--- src/lsr_consts.vh ---
`ifndef LSR_CONSTS_VH
`define LSR_CONSTS_VH
// Register indices (command byte bits 3:0)
`define LSR_REG_CONTROL    4'h0
`define LSR_REG_TIMING     4'h1
`define LSR_REG_THR_LO_L   4'h2
`define LSR_REG_THR_LO_H   4'h3
`define LSR_REG_THR_HI_L   4'h4
`define LSR_REG_THR_HI_H   4'h5
`define LSR_REG_INTERRUPT  4'h6
`define LSR_REG_CH0_LOW    4'h0c
`define LSR_REG_CH0_HIGH   4'h0d
`define LSR_REG_CH1_LOW    4'h0e
`define LSR_REG_CH1_HIGH   4'h0f
// Command byte fields
`define LSR_CMD_SEL_BIT    7
`define LSR_CMD_CLEAR_BIT  6
`define LSR_CMD_WORD_BIT   5
// Reset values and the power-up control code
`define LSR_CONTROL_RST    8'h00
`define LSR_TIMING_RST     8'h02
`define LSR_INTERRUPT_RST  8'h00
`define LSR_RESULT_RST     8'h00
`define LSR_POWER_UP       2'h3
// Timing and interrupt fields
`define LSR_TIM_GAIN_BIT   4
`define LSR_TIM_MANUAL_BIT 3
`define LSR_INTEG_13MS7    2'h0
`define LSR_INTEG_101MS    2'h1
`define LSR_INTEG_402MS    2'h2
`define LSR_INTEG_MANUAL   2'h3
`define LSR_STYLE_OFF      2'h0
`define LSR_STYLE_LEVEL    2'h1
`define LSR_STYLE_ALERT    2'h2
`define LSR_STYLE_TEST     2'h3
// Bus addresses
`define LSR_ALERT_ADDR     7'h0c
`define LSR_DEV_ADDR       7'h39
// Integration times in microseconds, clock in MHz
`define LSR_CLK_MHZ        100
`define LSR_T0_US          13700
`define LSR_T1_US          101000
`define LSR_T2_US          402000
`define LSR_CYC(us)        ((us) * `LSR_CLK_MHZ)
`endif

--- src/lsr_top.v ---
`timescale 1ns/10ps
`include "lsr_consts.vh"
module lsr_top
(
   input  wire        ref_clk,
   input  wire        rst_n,
   input  wire        clk_en,
   input  wire        scl_in,
   input  wire        sda_in,
   output wire        sda_out,
   output wire        sda_oe,
   output reg         irq_n_ff,
   input  wire [15:0] chan0_result,
   input  wire [15:0] chan1_result,
   output reg         high_gain_ff,
   output reg         powered_ff
);
   reg  [7:0]  cmd_ff;
   reg  [7:0]  control_ff;
   reg  [7:0]  timing_ff;
   reg  [7:0]  irq_style_select_ff;
   reg  [7:0]  thr_ff [0:3];
   reg  [7:0]  res_ff [0:3];
   reg  [7:0]  shadow_ff [0:1];
   reg  [3:0]  persist_cnt_ff;
   reg         irq_ff;
   reg         byte_idx_ff;
   reg         test_pend_ff;
   reg  [7:0]  nxt_rd;
   wire        wr_stb;
   wire        rd_stb;
   wire        start_stb;
   wire        ara_done;
   wire [7:0]  wr_byte;
   wire        sda_oe_w;
   wire        conv_done;
   wire [3:0]  reg_idx = cmd_ff[3:0] + {3'h0, byte_idx_ff};
   wire [15:0] thr_lo = {thr_ff[1], thr_ff[0]};
   wire [15:0] thr_hi = {thr_ff[3], thr_ff[2]};
   wire [15:0] ch0_new = chan0_result;
   wire        outside = (ch0_new < thr_lo) || (ch0_new > thr_hi);
   wire [1:0]  style = irq_style_select_ff[5:4];
   wire [3:0]  persist = irq_style_select_ff[3:0];
   wire        fire;
   integer     i;

   assign sda_out = 1'b0;
   assign sda_oe  = sda_oe_w;

   lsr_i2c_slave u_slave
   (
      .ref_clk      (ref_clk),
      .rst_n        (rst_n),
      .clk_en       (clk_en),
      .scl_in       (scl_in),
      .sda_in       (sda_in),
      .sda_oe_ff    (sda_oe_w),
      .rd_data      (nxt_rd),
      .ara_ok       (irq_ff && style[1]),
      .wr_strobe_ff (wr_stb),
      .rd_strobe_ff (rd_stb),
      .start_ff     (start_stb),
      .ara_done_ff  (ara_done),
      .wr_byte_ff   (wr_byte)
   );

   lsr_integrator u_integ
   (
      .ref_clk    (ref_clk),
      .rst_n      (rst_n),
      .clk_en     (clk_en),
      .powered    (control_ff[1:0] == `LSR_POWER_UP),
      .integ_sel  (timing_ff[1:0]),
      .manual_run (timing_ff[`LSR_TIM_MANUAL_BIT]),
      .done_ff    (conv_done)
   );

   // Read mux; high bytes come from the shadow, not the live result
   always @*
   begin
      case (reg_idx)
         `LSR_REG_CONTROL:   nxt_rd = control_ff;
         `LSR_REG_TIMING:    nxt_rd = timing_ff;
         `LSR_REG_THR_LO_L:  nxt_rd = thr_ff[0];
         `LSR_REG_THR_LO_H:  nxt_rd = thr_ff[1];
         `LSR_REG_THR_HI_L:  nxt_rd = thr_ff[2];
         `LSR_REG_THR_HI_H:  nxt_rd = thr_ff[3];
         `LSR_REG_INTERRUPT: nxt_rd = irq_style_select_ff;
         `LSR_REG_CH0_LOW:   nxt_rd = res_ff[0];
         `LSR_REG_CH0_HIGH:  nxt_rd = shadow_ff[0];
         `LSR_REG_CH1_LOW:   nxt_rd = res_ff[2];
         `LSR_REG_CH1_HIGH:  nxt_rd = shadow_ff[1];
         default:            nxt_rd = 8'h00;
      endcase
   end

   // Persistence decision: 0 every conversion, 1 any outlier, N consecutive
   // Sum kept at five bits so a saturated count of 15 cannot wrap to zero
   assign fire = conv_done && ((persist == 4'h0) ||
                 (outside && ({1'b0, persist_cnt_ff} + 5'h01 >= {1'b0, persist})));

   // Command pointer, settings and result capture
   always @(posedge ref_clk)
   begin
      if (!rst_n)
      begin
         cmd_ff       <= 8'h00;
         control_ff   <= `LSR_CONTROL_RST;
         timing_ff    <= `LSR_TIMING_RST;
         irq_style_select_ff      <= `LSR_INTERRUPT_RST;
         byte_idx_ff  <= 1'b0;
         high_gain_ff <= 1'b0;
         powered_ff   <= 1'b0;
         for (i = 0; i < 4; i = i + 1)
         begin
            thr_ff[i] <= 8'h00;
            res_ff[i] <= `LSR_RESULT_RST;
         end
         shadow_ff[0] <= `LSR_RESULT_RST;
         shadow_ff[1] <= `LSR_RESULT_RST;
      end
      else if (clk_en)
      begin
         high_gain_ff <= timing_ff[`LSR_TIM_GAIN_BIT];
         powered_ff   <= (control_ff[1:0] == `LSR_POWER_UP);
         if (start_stb)
            byte_idx_ff <= 1'b0;
         // Both channels captured in one cycle, never split
         if (conv_done)
         begin
            res_ff[0] <= chan0_result[7:0];
            res_ff[1] <= chan0_result[15:8];
            res_ff[2] <= chan1_result[7:0];
            res_ff[3] <= chan1_result[15:8];
         end
         // Low byte read latches the high byte; later conversions cannot touch it
         if (rd_stb)
         begin
            if (reg_idx == `LSR_REG_CH0_LOW)
               shadow_ff[0] <= res_ff[1];
            if (reg_idx == `LSR_REG_CH1_LOW)
               shadow_ff[1] <= res_ff[3];
            if (cmd_ff[`LSR_CMD_WORD_BIT])
               byte_idx_ff <= ~byte_idx_ff;
         end
         if (wr_stb)
         begin
            if (wr_byte[`LSR_CMD_SEL_BIT])
            begin
               cmd_ff      <= wr_byte;
               byte_idx_ff <= 1'b0;
            end
            else
            begin
               // Result registers have no write path
               case (reg_idx)
                  `LSR_REG_CONTROL:   control_ff <= wr_byte;
                  `LSR_REG_TIMING:    timing_ff  <= wr_byte;
                  `LSR_REG_THR_LO_L:  thr_ff[0]  <= wr_byte;
                  `LSR_REG_THR_LO_H:  thr_ff[1]  <= wr_byte;
                  `LSR_REG_THR_HI_L:  thr_ff[2]  <= wr_byte;
                  `LSR_REG_THR_HI_H:  thr_ff[3]  <= wr_byte;
                  `LSR_REG_INTERRUPT: irq_style_select_ff    <= {2'h0, wr_byte[5:0]};
                  default:            ;
               endcase
               if (cmd_ff[`LSR_CMD_WORD_BIT])
                  byte_idx_ff <= ~byte_idx_ff;
            end
         end
      end
   end

   // Interrupt state: set wins over any clear in the same cycle
   always @(posedge ref_clk)
   begin
      if (!rst_n)
      begin
         persist_cnt_ff <= 4'h0;
         irq_ff         <= 1'b0;
         test_pend_ff   <= 1'b0;
         irq_n_ff       <= 1'b1;
      end
      else if (clk_en)
      begin
         test_pend_ff <= wr_stb && !wr_byte[`LSR_CMD_SEL_BIT] &&
                         reg_idx == `LSR_REG_INTERRUPT && wr_byte[5:4] == `LSR_STYLE_TEST;
         if (wr_stb && !wr_byte[`LSR_CMD_SEL_BIT] && reg_idx == `LSR_REG_INTERRUPT)
            persist_cnt_ff <= 4'h0;
         else if (conv_done)
         begin
            if (!outside)
               persist_cnt_ff <= 4'h0;
            else if (persist_cnt_ff != 4'hf)
               persist_cnt_ff <= persist_cnt_ff + 4'h1;
         end
         if ((fire && style != `LSR_STYLE_OFF) || test_pend_ff)
            irq_ff <= 1'b1;
         else if (style == `LSR_STYLE_OFF)
            irq_ff <= 1'b0;
         else if (style == `LSR_STYLE_LEVEL && wr_stb &&
                  wr_byte[`LSR_CMD_SEL_BIT] && wr_byte[`LSR_CMD_CLEAR_BIT])
            irq_ff <= 1'b0;
         else if (style[1] && ara_done)
            irq_ff <= 1'b0;
         irq_n_ff <= ~(irq_ff && style != `LSR_STYLE_OFF);
      end
   end
endmodule

--- src/lsr_i2c_slave.v ---
`timescale 1ns/10ps
`include "lsr_consts.vh"
// Byte level I2C/SMBus slave; SCL and SDA are oversampled by ref_clk
module lsr_i2c_slave
(
   input  wire       ref_clk,
   input  wire       rst_n,
   input  wire       clk_en,
   input  wire       scl_in,
   input  wire       sda_in,
   output reg        sda_oe_ff,
   input  wire [7:0] rd_data,
   input  wire       ara_ok,
   output reg        wr_strobe_ff,
   output reg        rd_strobe_ff,
   output reg        start_ff,
   output reg        ara_done_ff,
   output reg  [7:0] wr_byte_ff
);
   localparam [5:0] S_IDLE = 6'h01;
   localparam [5:0] S_ADDR = 6'h02;
   localparam [5:0] S_WACK = 6'h04;
   localparam [5:0] S_WRX  = 6'h08;
   localparam [5:0] S_RTX  = 6'h10;
   localparam [5:0] S_RACK = 6'h20;

   reg [1:0] scl_sync_ff;
   reg [1:0] sda_sync_ff;
   reg       scl_d_ff;
   reg       sda_d_ff;
   reg [5:0] state_ff;
   reg [3:0] bit_cnt_ff;
   reg [7:0] shift_ff;
   reg       rd_mode_ff;
   reg       is_ara_ff;
   reg       ack_due_ff;
   wire      scl_rise = scl_sync_ff[1] & ~scl_d_ff;
   wire      scl_fall = ~scl_sync_ff[1] & scl_d_ff;
   wire      start_c = scl_sync_ff[1] & scl_d_ff & sda_d_ff & ~sda_sync_ff[1];
   wire      stop_c = scl_sync_ff[1] & scl_d_ff & ~sda_d_ff & sda_sync_ff[1];
   wire [7:0] ara_byte = {`LSR_DEV_ADDR, 1'b1};

   // Two-flop synchronisers; edges are found on the second stage only
   always @(posedge ref_clk)
   begin
      if (!rst_n)
      begin
         scl_sync_ff <= 2'h3;
         sda_sync_ff <= 2'h3;
         scl_d_ff    <= 1'b1;
         sda_d_ff    <= 1'b1;
      end
      else if (clk_en)
      begin
         scl_sync_ff <= {scl_sync_ff[0], scl_in};
         sda_sync_ff <= {sda_sync_ff[0], sda_in};
         scl_d_ff    <= scl_sync_ff[1];
         sda_d_ff    <= sda_sync_ff[1];
      end
   end

   // Protocol engine: data sampled on SCL rise, driven on SCL fall
   always @(posedge ref_clk)
   begin
      wr_strobe_ff <= 1'b0;
      rd_strobe_ff <= 1'b0;
      start_ff     <= 1'b0;
      ara_done_ff  <= 1'b0;
      if (!rst_n)
      begin
         state_ff     <= S_IDLE;
         bit_cnt_ff   <= 4'h0;
         shift_ff     <= 8'h00;
         rd_mode_ff   <= 1'b0;
         is_ara_ff    <= 1'b0;
         ack_due_ff   <= 1'b0;
         sda_oe_ff    <= 1'b0;
         wr_byte_ff   <= 8'h00;
         wr_strobe_ff <= 1'b0;
         rd_strobe_ff <= 1'b0;
         start_ff     <= 1'b0;
         ara_done_ff  <= 1'b0;
      end
      else if (clk_en)
      begin
         if (stop_c)
         begin
            state_ff  <= S_IDLE;
            sda_oe_ff <= 1'b0;
         end
         else if (start_c)
         begin
            state_ff   <= S_ADDR;
            bit_cnt_ff <= 4'h0;
            sda_oe_ff  <= 1'b0;
            start_ff   <= 1'b1;
         end
         else
         begin
            case (state_ff)
               S_ADDR, S_WRX:
               begin
                  if (scl_rise)
                  begin
                     shift_ff   <= {shift_ff[6:0], sda_sync_ff[1]};
                     bit_cnt_ff <= bit_cnt_ff + 4'h1;
                  end
                  else if (scl_fall && bit_cnt_ff == 4'h8)
                  begin
                     bit_cnt_ff <= 4'h0;
                     if (state_ff == S_WRX)
                     begin
                        wr_byte_ff   <= shift_ff;
                        wr_strobe_ff <= 1'b1;
                        sda_oe_ff    <= 1'b1;
                        ack_due_ff   <= 1'b0;
                        state_ff     <= S_WACK;
                     end
                     else if (shift_ff[7:1] == `LSR_DEV_ADDR ||
                              (shift_ff[7:1] == `LSR_ALERT_ADDR && shift_ff[0] && ara_ok))
                     begin
                        // Alert answer: own address in the upper seven bits
                        is_ara_ff  <= (shift_ff[7:1] == `LSR_ALERT_ADDR);
                        rd_mode_ff <= shift_ff[0];
                        sda_oe_ff  <= 1'b1;
                        ack_due_ff <= shift_ff[0];
                        state_ff   <= S_WACK;
                     end
                     else
                        state_ff <= S_IDLE;
                  end
               end
               S_WACK:
               begin
                  if (scl_fall)
                  begin
                     if (ack_due_ff)
                     begin
                        shift_ff     <= is_ara_ff ? ara_byte : rd_data;
                        sda_oe_ff    <= is_ara_ff ? ~ara_byte[7] : ~rd_data[7];
                        rd_strobe_ff <= ~is_ara_ff;
                        bit_cnt_ff   <= 4'h1;
                        state_ff     <= S_RTX;
                     end
                     else
                     begin
                        sda_oe_ff <= 1'b0;
                        state_ff  <= S_WRX;
                     end
                  end
               end
               S_RTX:
               begin
                  // Lost arbitration: a low line while we release it
                  if (scl_rise && !sda_oe_ff && !sda_sync_ff[1])
                     state_ff <= S_IDLE;
                  else if (scl_fall)
                  begin
                     if (bit_cnt_ff == 4'h8)
                     begin
                        sda_oe_ff <= 1'b0;
                        state_ff  <= S_RACK;
                        if (is_ara_ff)
                           ara_done_ff <= 1'b1;
                     end
                     else
                     begin
                        sda_oe_ff  <= ~shift_ff[7 - bit_cnt_ff[2:0]];
                        bit_cnt_ff <= bit_cnt_ff + 4'h1;
                     end
                  end
               end
               S_RACK:
               begin
                  if (scl_rise)
                     state_ff <= sda_sync_ff[1] ? S_IDLE : S_WACK;
                  if (scl_rise)
                     ack_due_ff <= 1'b1;
                  if (scl_rise)
                     is_ara_ff <= 1'b0;
               end
               default:
                  state_ff <= S_IDLE;
            endcase
         end
      end
   end
endmodule

--- src/lsr_integrator.v ---
`timescale 1ns/10ps
`include "lsr_consts.vh"
// Integration period timer; pulses once per completed conversion
module lsr_integrator
(
   input  wire       ref_clk,
   input  wire       rst_n,
   input  wire       clk_en,
   input  wire       powered,
   input  wire [1:0] integ_sel,
   input  wire       manual_run,
   output reg        done_ff
);
   parameter [31:0] CYC0 = `LSR_CYC(`LSR_T0_US);
   parameter [31:0] CYC1 = `LSR_CYC(`LSR_T1_US);
   parameter [31:0] CYC2 = `LSR_CYC(`LSR_T2_US);

   reg [31:0] cnt_ff;
   reg        man_d_ff;
   reg [31:0] limit;

   // Period limit follows the timing register at once
   always @*
   begin
      case (integ_sel)
         `LSR_INTEG_13MS7: limit = CYC0;
         `LSR_INTEG_101MS: limit = CYC1;
         default:          limit = CYC2;
      endcase
   end

   // Free-running periods, or one period bounded by manual start and stop
   always @(posedge ref_clk)
   begin
      if (!rst_n)
      begin
         cnt_ff   <= 32'h0;
         man_d_ff <= 1'b0;
         done_ff  <= 1'b0;
      end
      else if (clk_en)
      begin
         done_ff  <= 1'b0;
         man_d_ff <= manual_run;
         if (!powered)
            cnt_ff <= 32'h0;
         else if (integ_sel == `LSR_INTEG_MANUAL)
         begin
            cnt_ff <= 32'h0;
            if (man_d_ff && !manual_run)
               done_ff <= 1'b1;
         end
         else if (cnt_ff + 32'h1 >= limit)
         begin
            cnt_ff  <= 32'h0;
            done_ff <= 1'b1;
         end
         else
            cnt_ff <= cnt_ff + 32'h1;
      end
   end
endmodule

--- config.mk ---
export PLATFORM = sky130hd
export DESIGN_NAME = lsr_top
export DESIGN_NICKNAME = d
export VERILOG_FILES = /design/src/lsr_top.v /design/src/lsr_i2c_slave.v /design/src/lsr_integrator.v
export VERILOG_INCLUDE_DIRS = /design/src /design/src/src
export SDC_FILE = /design/constraint.sdc
export NUM_CORES = 1
export LEC_CHECK = 0
export BUFFER_PORTS_ARGS = -buffer_cell sky130_fd_sc_hd__buf_2
export CAP_MARGIN = 10
export CORE_ASPECT_RATIO = 0.8
export CORE_MARGIN = 2
export CORE_UTILIZATION = 55
export DETAILED_ROUTE_END_ITERATION = 8
export HOLD_SLACK_MARGIN = 0.08
export PLACE_DENSITY_LB_ADDON = 0.1
export SYNTH_ARGS = -nofsm -noshare
export SYNTH_HDL_FRONTEND = slang
export SYNTH_SLANG_ARGS = --single-unit
--- constraint.sdc ---
create_clock -name ref_clk -period 3.25 [get_ports ref_clk]
set_input_delay 0.1625 -clock ref_clk [delete_from_list [all_inputs] [get_ports ref_clk]]
set_output_delay 0.1625 -clock ref_clk [all_outputs]
set_load 0.01 [all_outputs]
==> impl_metrics.json <==
{
  "pre_cts_ws_ns": -0.323,
  "cts_htree_levels": 4,
  "p_per_area_nw_per_um2": 401,
  "pwr-share-clk_pct": 42.2,
  "synth_top_area_cell": "edfxtp_1",
  "violations": "negative setup slack",
  "cts_made_buffers": 17,
  "ys_types": 73,
  "leakage_uw": 0.00506,
  "antenna_cells": 0,
  "setup_ws_ns": -0.253,
  "synth_top_area_share_pct": 23.5,
  "combPwrFrac_pct": 5.7,
  "ys_top_cells_by_area": "edfxtp_1, dfxtp_1, ha_1, and2_1, nand2_1",
  "firstDrtPassIters": 5,
  "min_period_over_period_pct": 108,
  "clock_latency_ns": 0.44,
  "ir_worst_vdd_mv": 0.349,
  "coreArea_um2": 18200,
  "setup_viol": 26,
  "vias_per_cell": 5.94,
  "die_h_um": 126,
  "switching_share_pct": 23.3,
  "drtAntennaViolNets": 0,
  "finalCriticalPeriod_ns": 3.50,
  "hold_viol": 0,
  "synthArstFlopShare_pct": 0,
  "clkSlewWorstSetupHoldPaths_ns": 0.07,
  "grt_pass1_vias": 8091,
  "hpwl_mm": 20.6,
  "cts-root-buf": "clkbuf_16",
  "grt_max_degree": 47,
  "antenna_found_initial": 0,
  "critPathMaxFanout": 18,
  "port_buffers": 40,
  "chipWidth_um": 157,
  "initial_utilization_pct": 56.4,
  "drv_cap": 0,
  "drc": 0,
  "cts.sinks": 188,
  "status": "finished, violations left",
  "synthFlopType": "dfxtp_1",
  "p_sw_uw": 1140,
  "worstPathArrival_ns": 3.88,
  "synth_commonest_cells": "nand2_1, dfxtp_1, and2_1, edfxtp_1, inv_1",
  "crit_type": "reg -> reg",
  "io_pins": 42,
  "gp_congestion": 1.04,
  "ys_seq_area_share_pct": 44.6,
  "ys_ff_latch": 188,
  "overflow": 0,
  "yosys.cell_count.top_type": "nand2_1",
  "netlist_area_um2": 10200,
  "worst_pin_slew_ns": 0.724,
  "synth_cells": 1093,
  "die_area_um2": 19700,
  "seq_power_share_pct": 52.0,
  "drt_iter0_drc": 780,
  "hold_path_class": "in -> reg",
  "endpoint_kind": "register",
  "finish.utilization_pct": 67.3,
  "slew_viol_final": 0,
  "internal_power_uw": 3760,
  "num_rows": 44,
  "num-nets-final": 1308,
  "grt_first_pass_wirelength_mm": 44.7,
  "startpoint_type": "register",
  "max_clock_freq_mhz": 285,
  "syn2layout_area_growth_pct": 19.4,
  "yosys_warnings": 0,
  "finalWirelength_mm": 28.6,
  "tritoncts": "yes",
  "setup_tns_ns": -5.25,
  "synth-edff-count": 80,
  "cts_max_path_buffers": 2,
  "cp.required_ns": 3.63,
  "vias": 8643,
  "drive_gt1_share_pct": 16.8,
  "grt_usage_pct": 29.7,
  "finalPower_uw": 4900,
  "rsz0062_at_grt": "true",
  "synth.avg_cell_area_um2": 9.37,
  "max_slew_margin_pct": 51.5,
  "routedWlPerCell_um": 19.7,
  "finalClockSkew_ns": 0.0108
}
-- registers in the layout, indices dropped and copies added (netlist names), 7 cells and up --
name and cells:
thr_ff 32, u_integ.cnt_ff 32, shadow_ff 16, res_ff 32, timing_ff 7, control_ff 7
u_slave.wr_byte_ff 8, u_slave.shift_ff 8
-- placed cells by master (no fill, tap or decap), drive strengths merged, types with 20 or more instances in the layout --
cell	count
mux2i	38
ha	60
nand3	36
inv	72
dfxtp	108
dlygate4sd3	29
nand2	113
buf	114
o21ai	70
clkbuf	21
nor2	64
a21oi	58
edfxtp	80
and3	20
and2	90
-- timing repair --
action | CTS | global route
pin swaps | 3 | 6
hold buffers | 28 | 1
setup buffers | 2 | 4
resized for setup | 16 | 30
endpoints found under the hold margin | 28 | 1
endpoints found under the setup margin | 26 | 28
-- critical path, stage by stage (launching register included) --
cell	delay, ns
dfxtp_1	0.39
nand4_1	0.18
nor3_2	0.19
buf_4	0.19
nand2_1	0.07
xor2_1	0.23
inv_1	0.08
ha_1	0.29
and4_1	0.19
a221o_1	0.31
a221oi_2	0.24
o31ai_1	0.12
buf_4	0.15
o41a_1	0.35
buf_12	0.17
nor3b_1	0.18
a21o_1	0.11
-- area by class of cell --
cell class,instances,area (µm²)
Inverter,69,259
Tap cell,230,288
Clock buffer,21,472
Multi-Input combinational cell,792,5430
Timing Repair Buffer,143,1090
Sequential cell,188,4580
Fill cell,1523,5940
Clock inverter,11,108
-- routing by layer --
metal	track usage [%]	vias up	wire length, µm
li1	-	4168	-
met1	44.5	4132	13600
met2	41.2	309	11800
met3	9.70	34	2720
met4	7.18	0	452
met5	0	-	0
-- stage by stage --
stage / instance area [µm²] / hold WS [ns] / cells
floorplan: 10300 / 0.291 / 1097
global placement: 11200 / 0.378 / 1387
detailed placement: 11200 / 0.382 / 1387
CTS: 12100 / 0.0842 / 1449
global route: 12200 / 0.0885 / 1454
finish: 12200 / 0.102 / 1454
-- logic make-up (layout without fill, tap and decap cells) --
group / after synthesis / in the layout / synth area share [%]
xor gates and xnor gates: 27 / 27 / 2.31
DFF: 188 / 188 / 44.6
muxes: 44 / 44 / 4.81
AOI/OAI and AO/OA: 226 / 226 / 14.2
other: 1 / 5 / 0.0366
adders and majority gates: 60 / 60 / 7.33
and+or+nand+nor: 430 / 430 / 22.3
buffers and inverters: 117 / 244 / 4.40
-- worst paths after layout --
path                                                      from                             end  slack (ns)  cells past startpoint
worst min-delay path                          chan0_result[11]      res_ff[1][3]$_SDFFCE_PN0P_        0.10                      2
worst max register to register  u_integ.cnt_ff[3]$_SDFFE_PN0P_  u_integ.cnt_ff[2]$_SDFFE_PN0P_       -0.25                     16
worst max-delay path            u_integ.cnt_ff[3]$_SDFFE_PN0P_  u_integ.cnt_ff[2]$_SDFFE_PN0P_       -0.25                     16
worst min register to register           irq_n_ff$_SDFFE_PN1P_           irq_n_ff$_SDFFE_PN1P_        0.47                      2
-- power by group through the flow --
stage | Combinational [µW] | Clock [µW] | Sequential [µW]
floorplan | 153 | 0 | 2580
global route | 310 | 2200 | 2550
CTS | 278 | 2100 | 2550
finish | 282 | 2070 | 2550
detailed placement | 251 | 0 | 2600
global placement | 245 | 0 | 2600
Power figures use the tool's default switching activity.
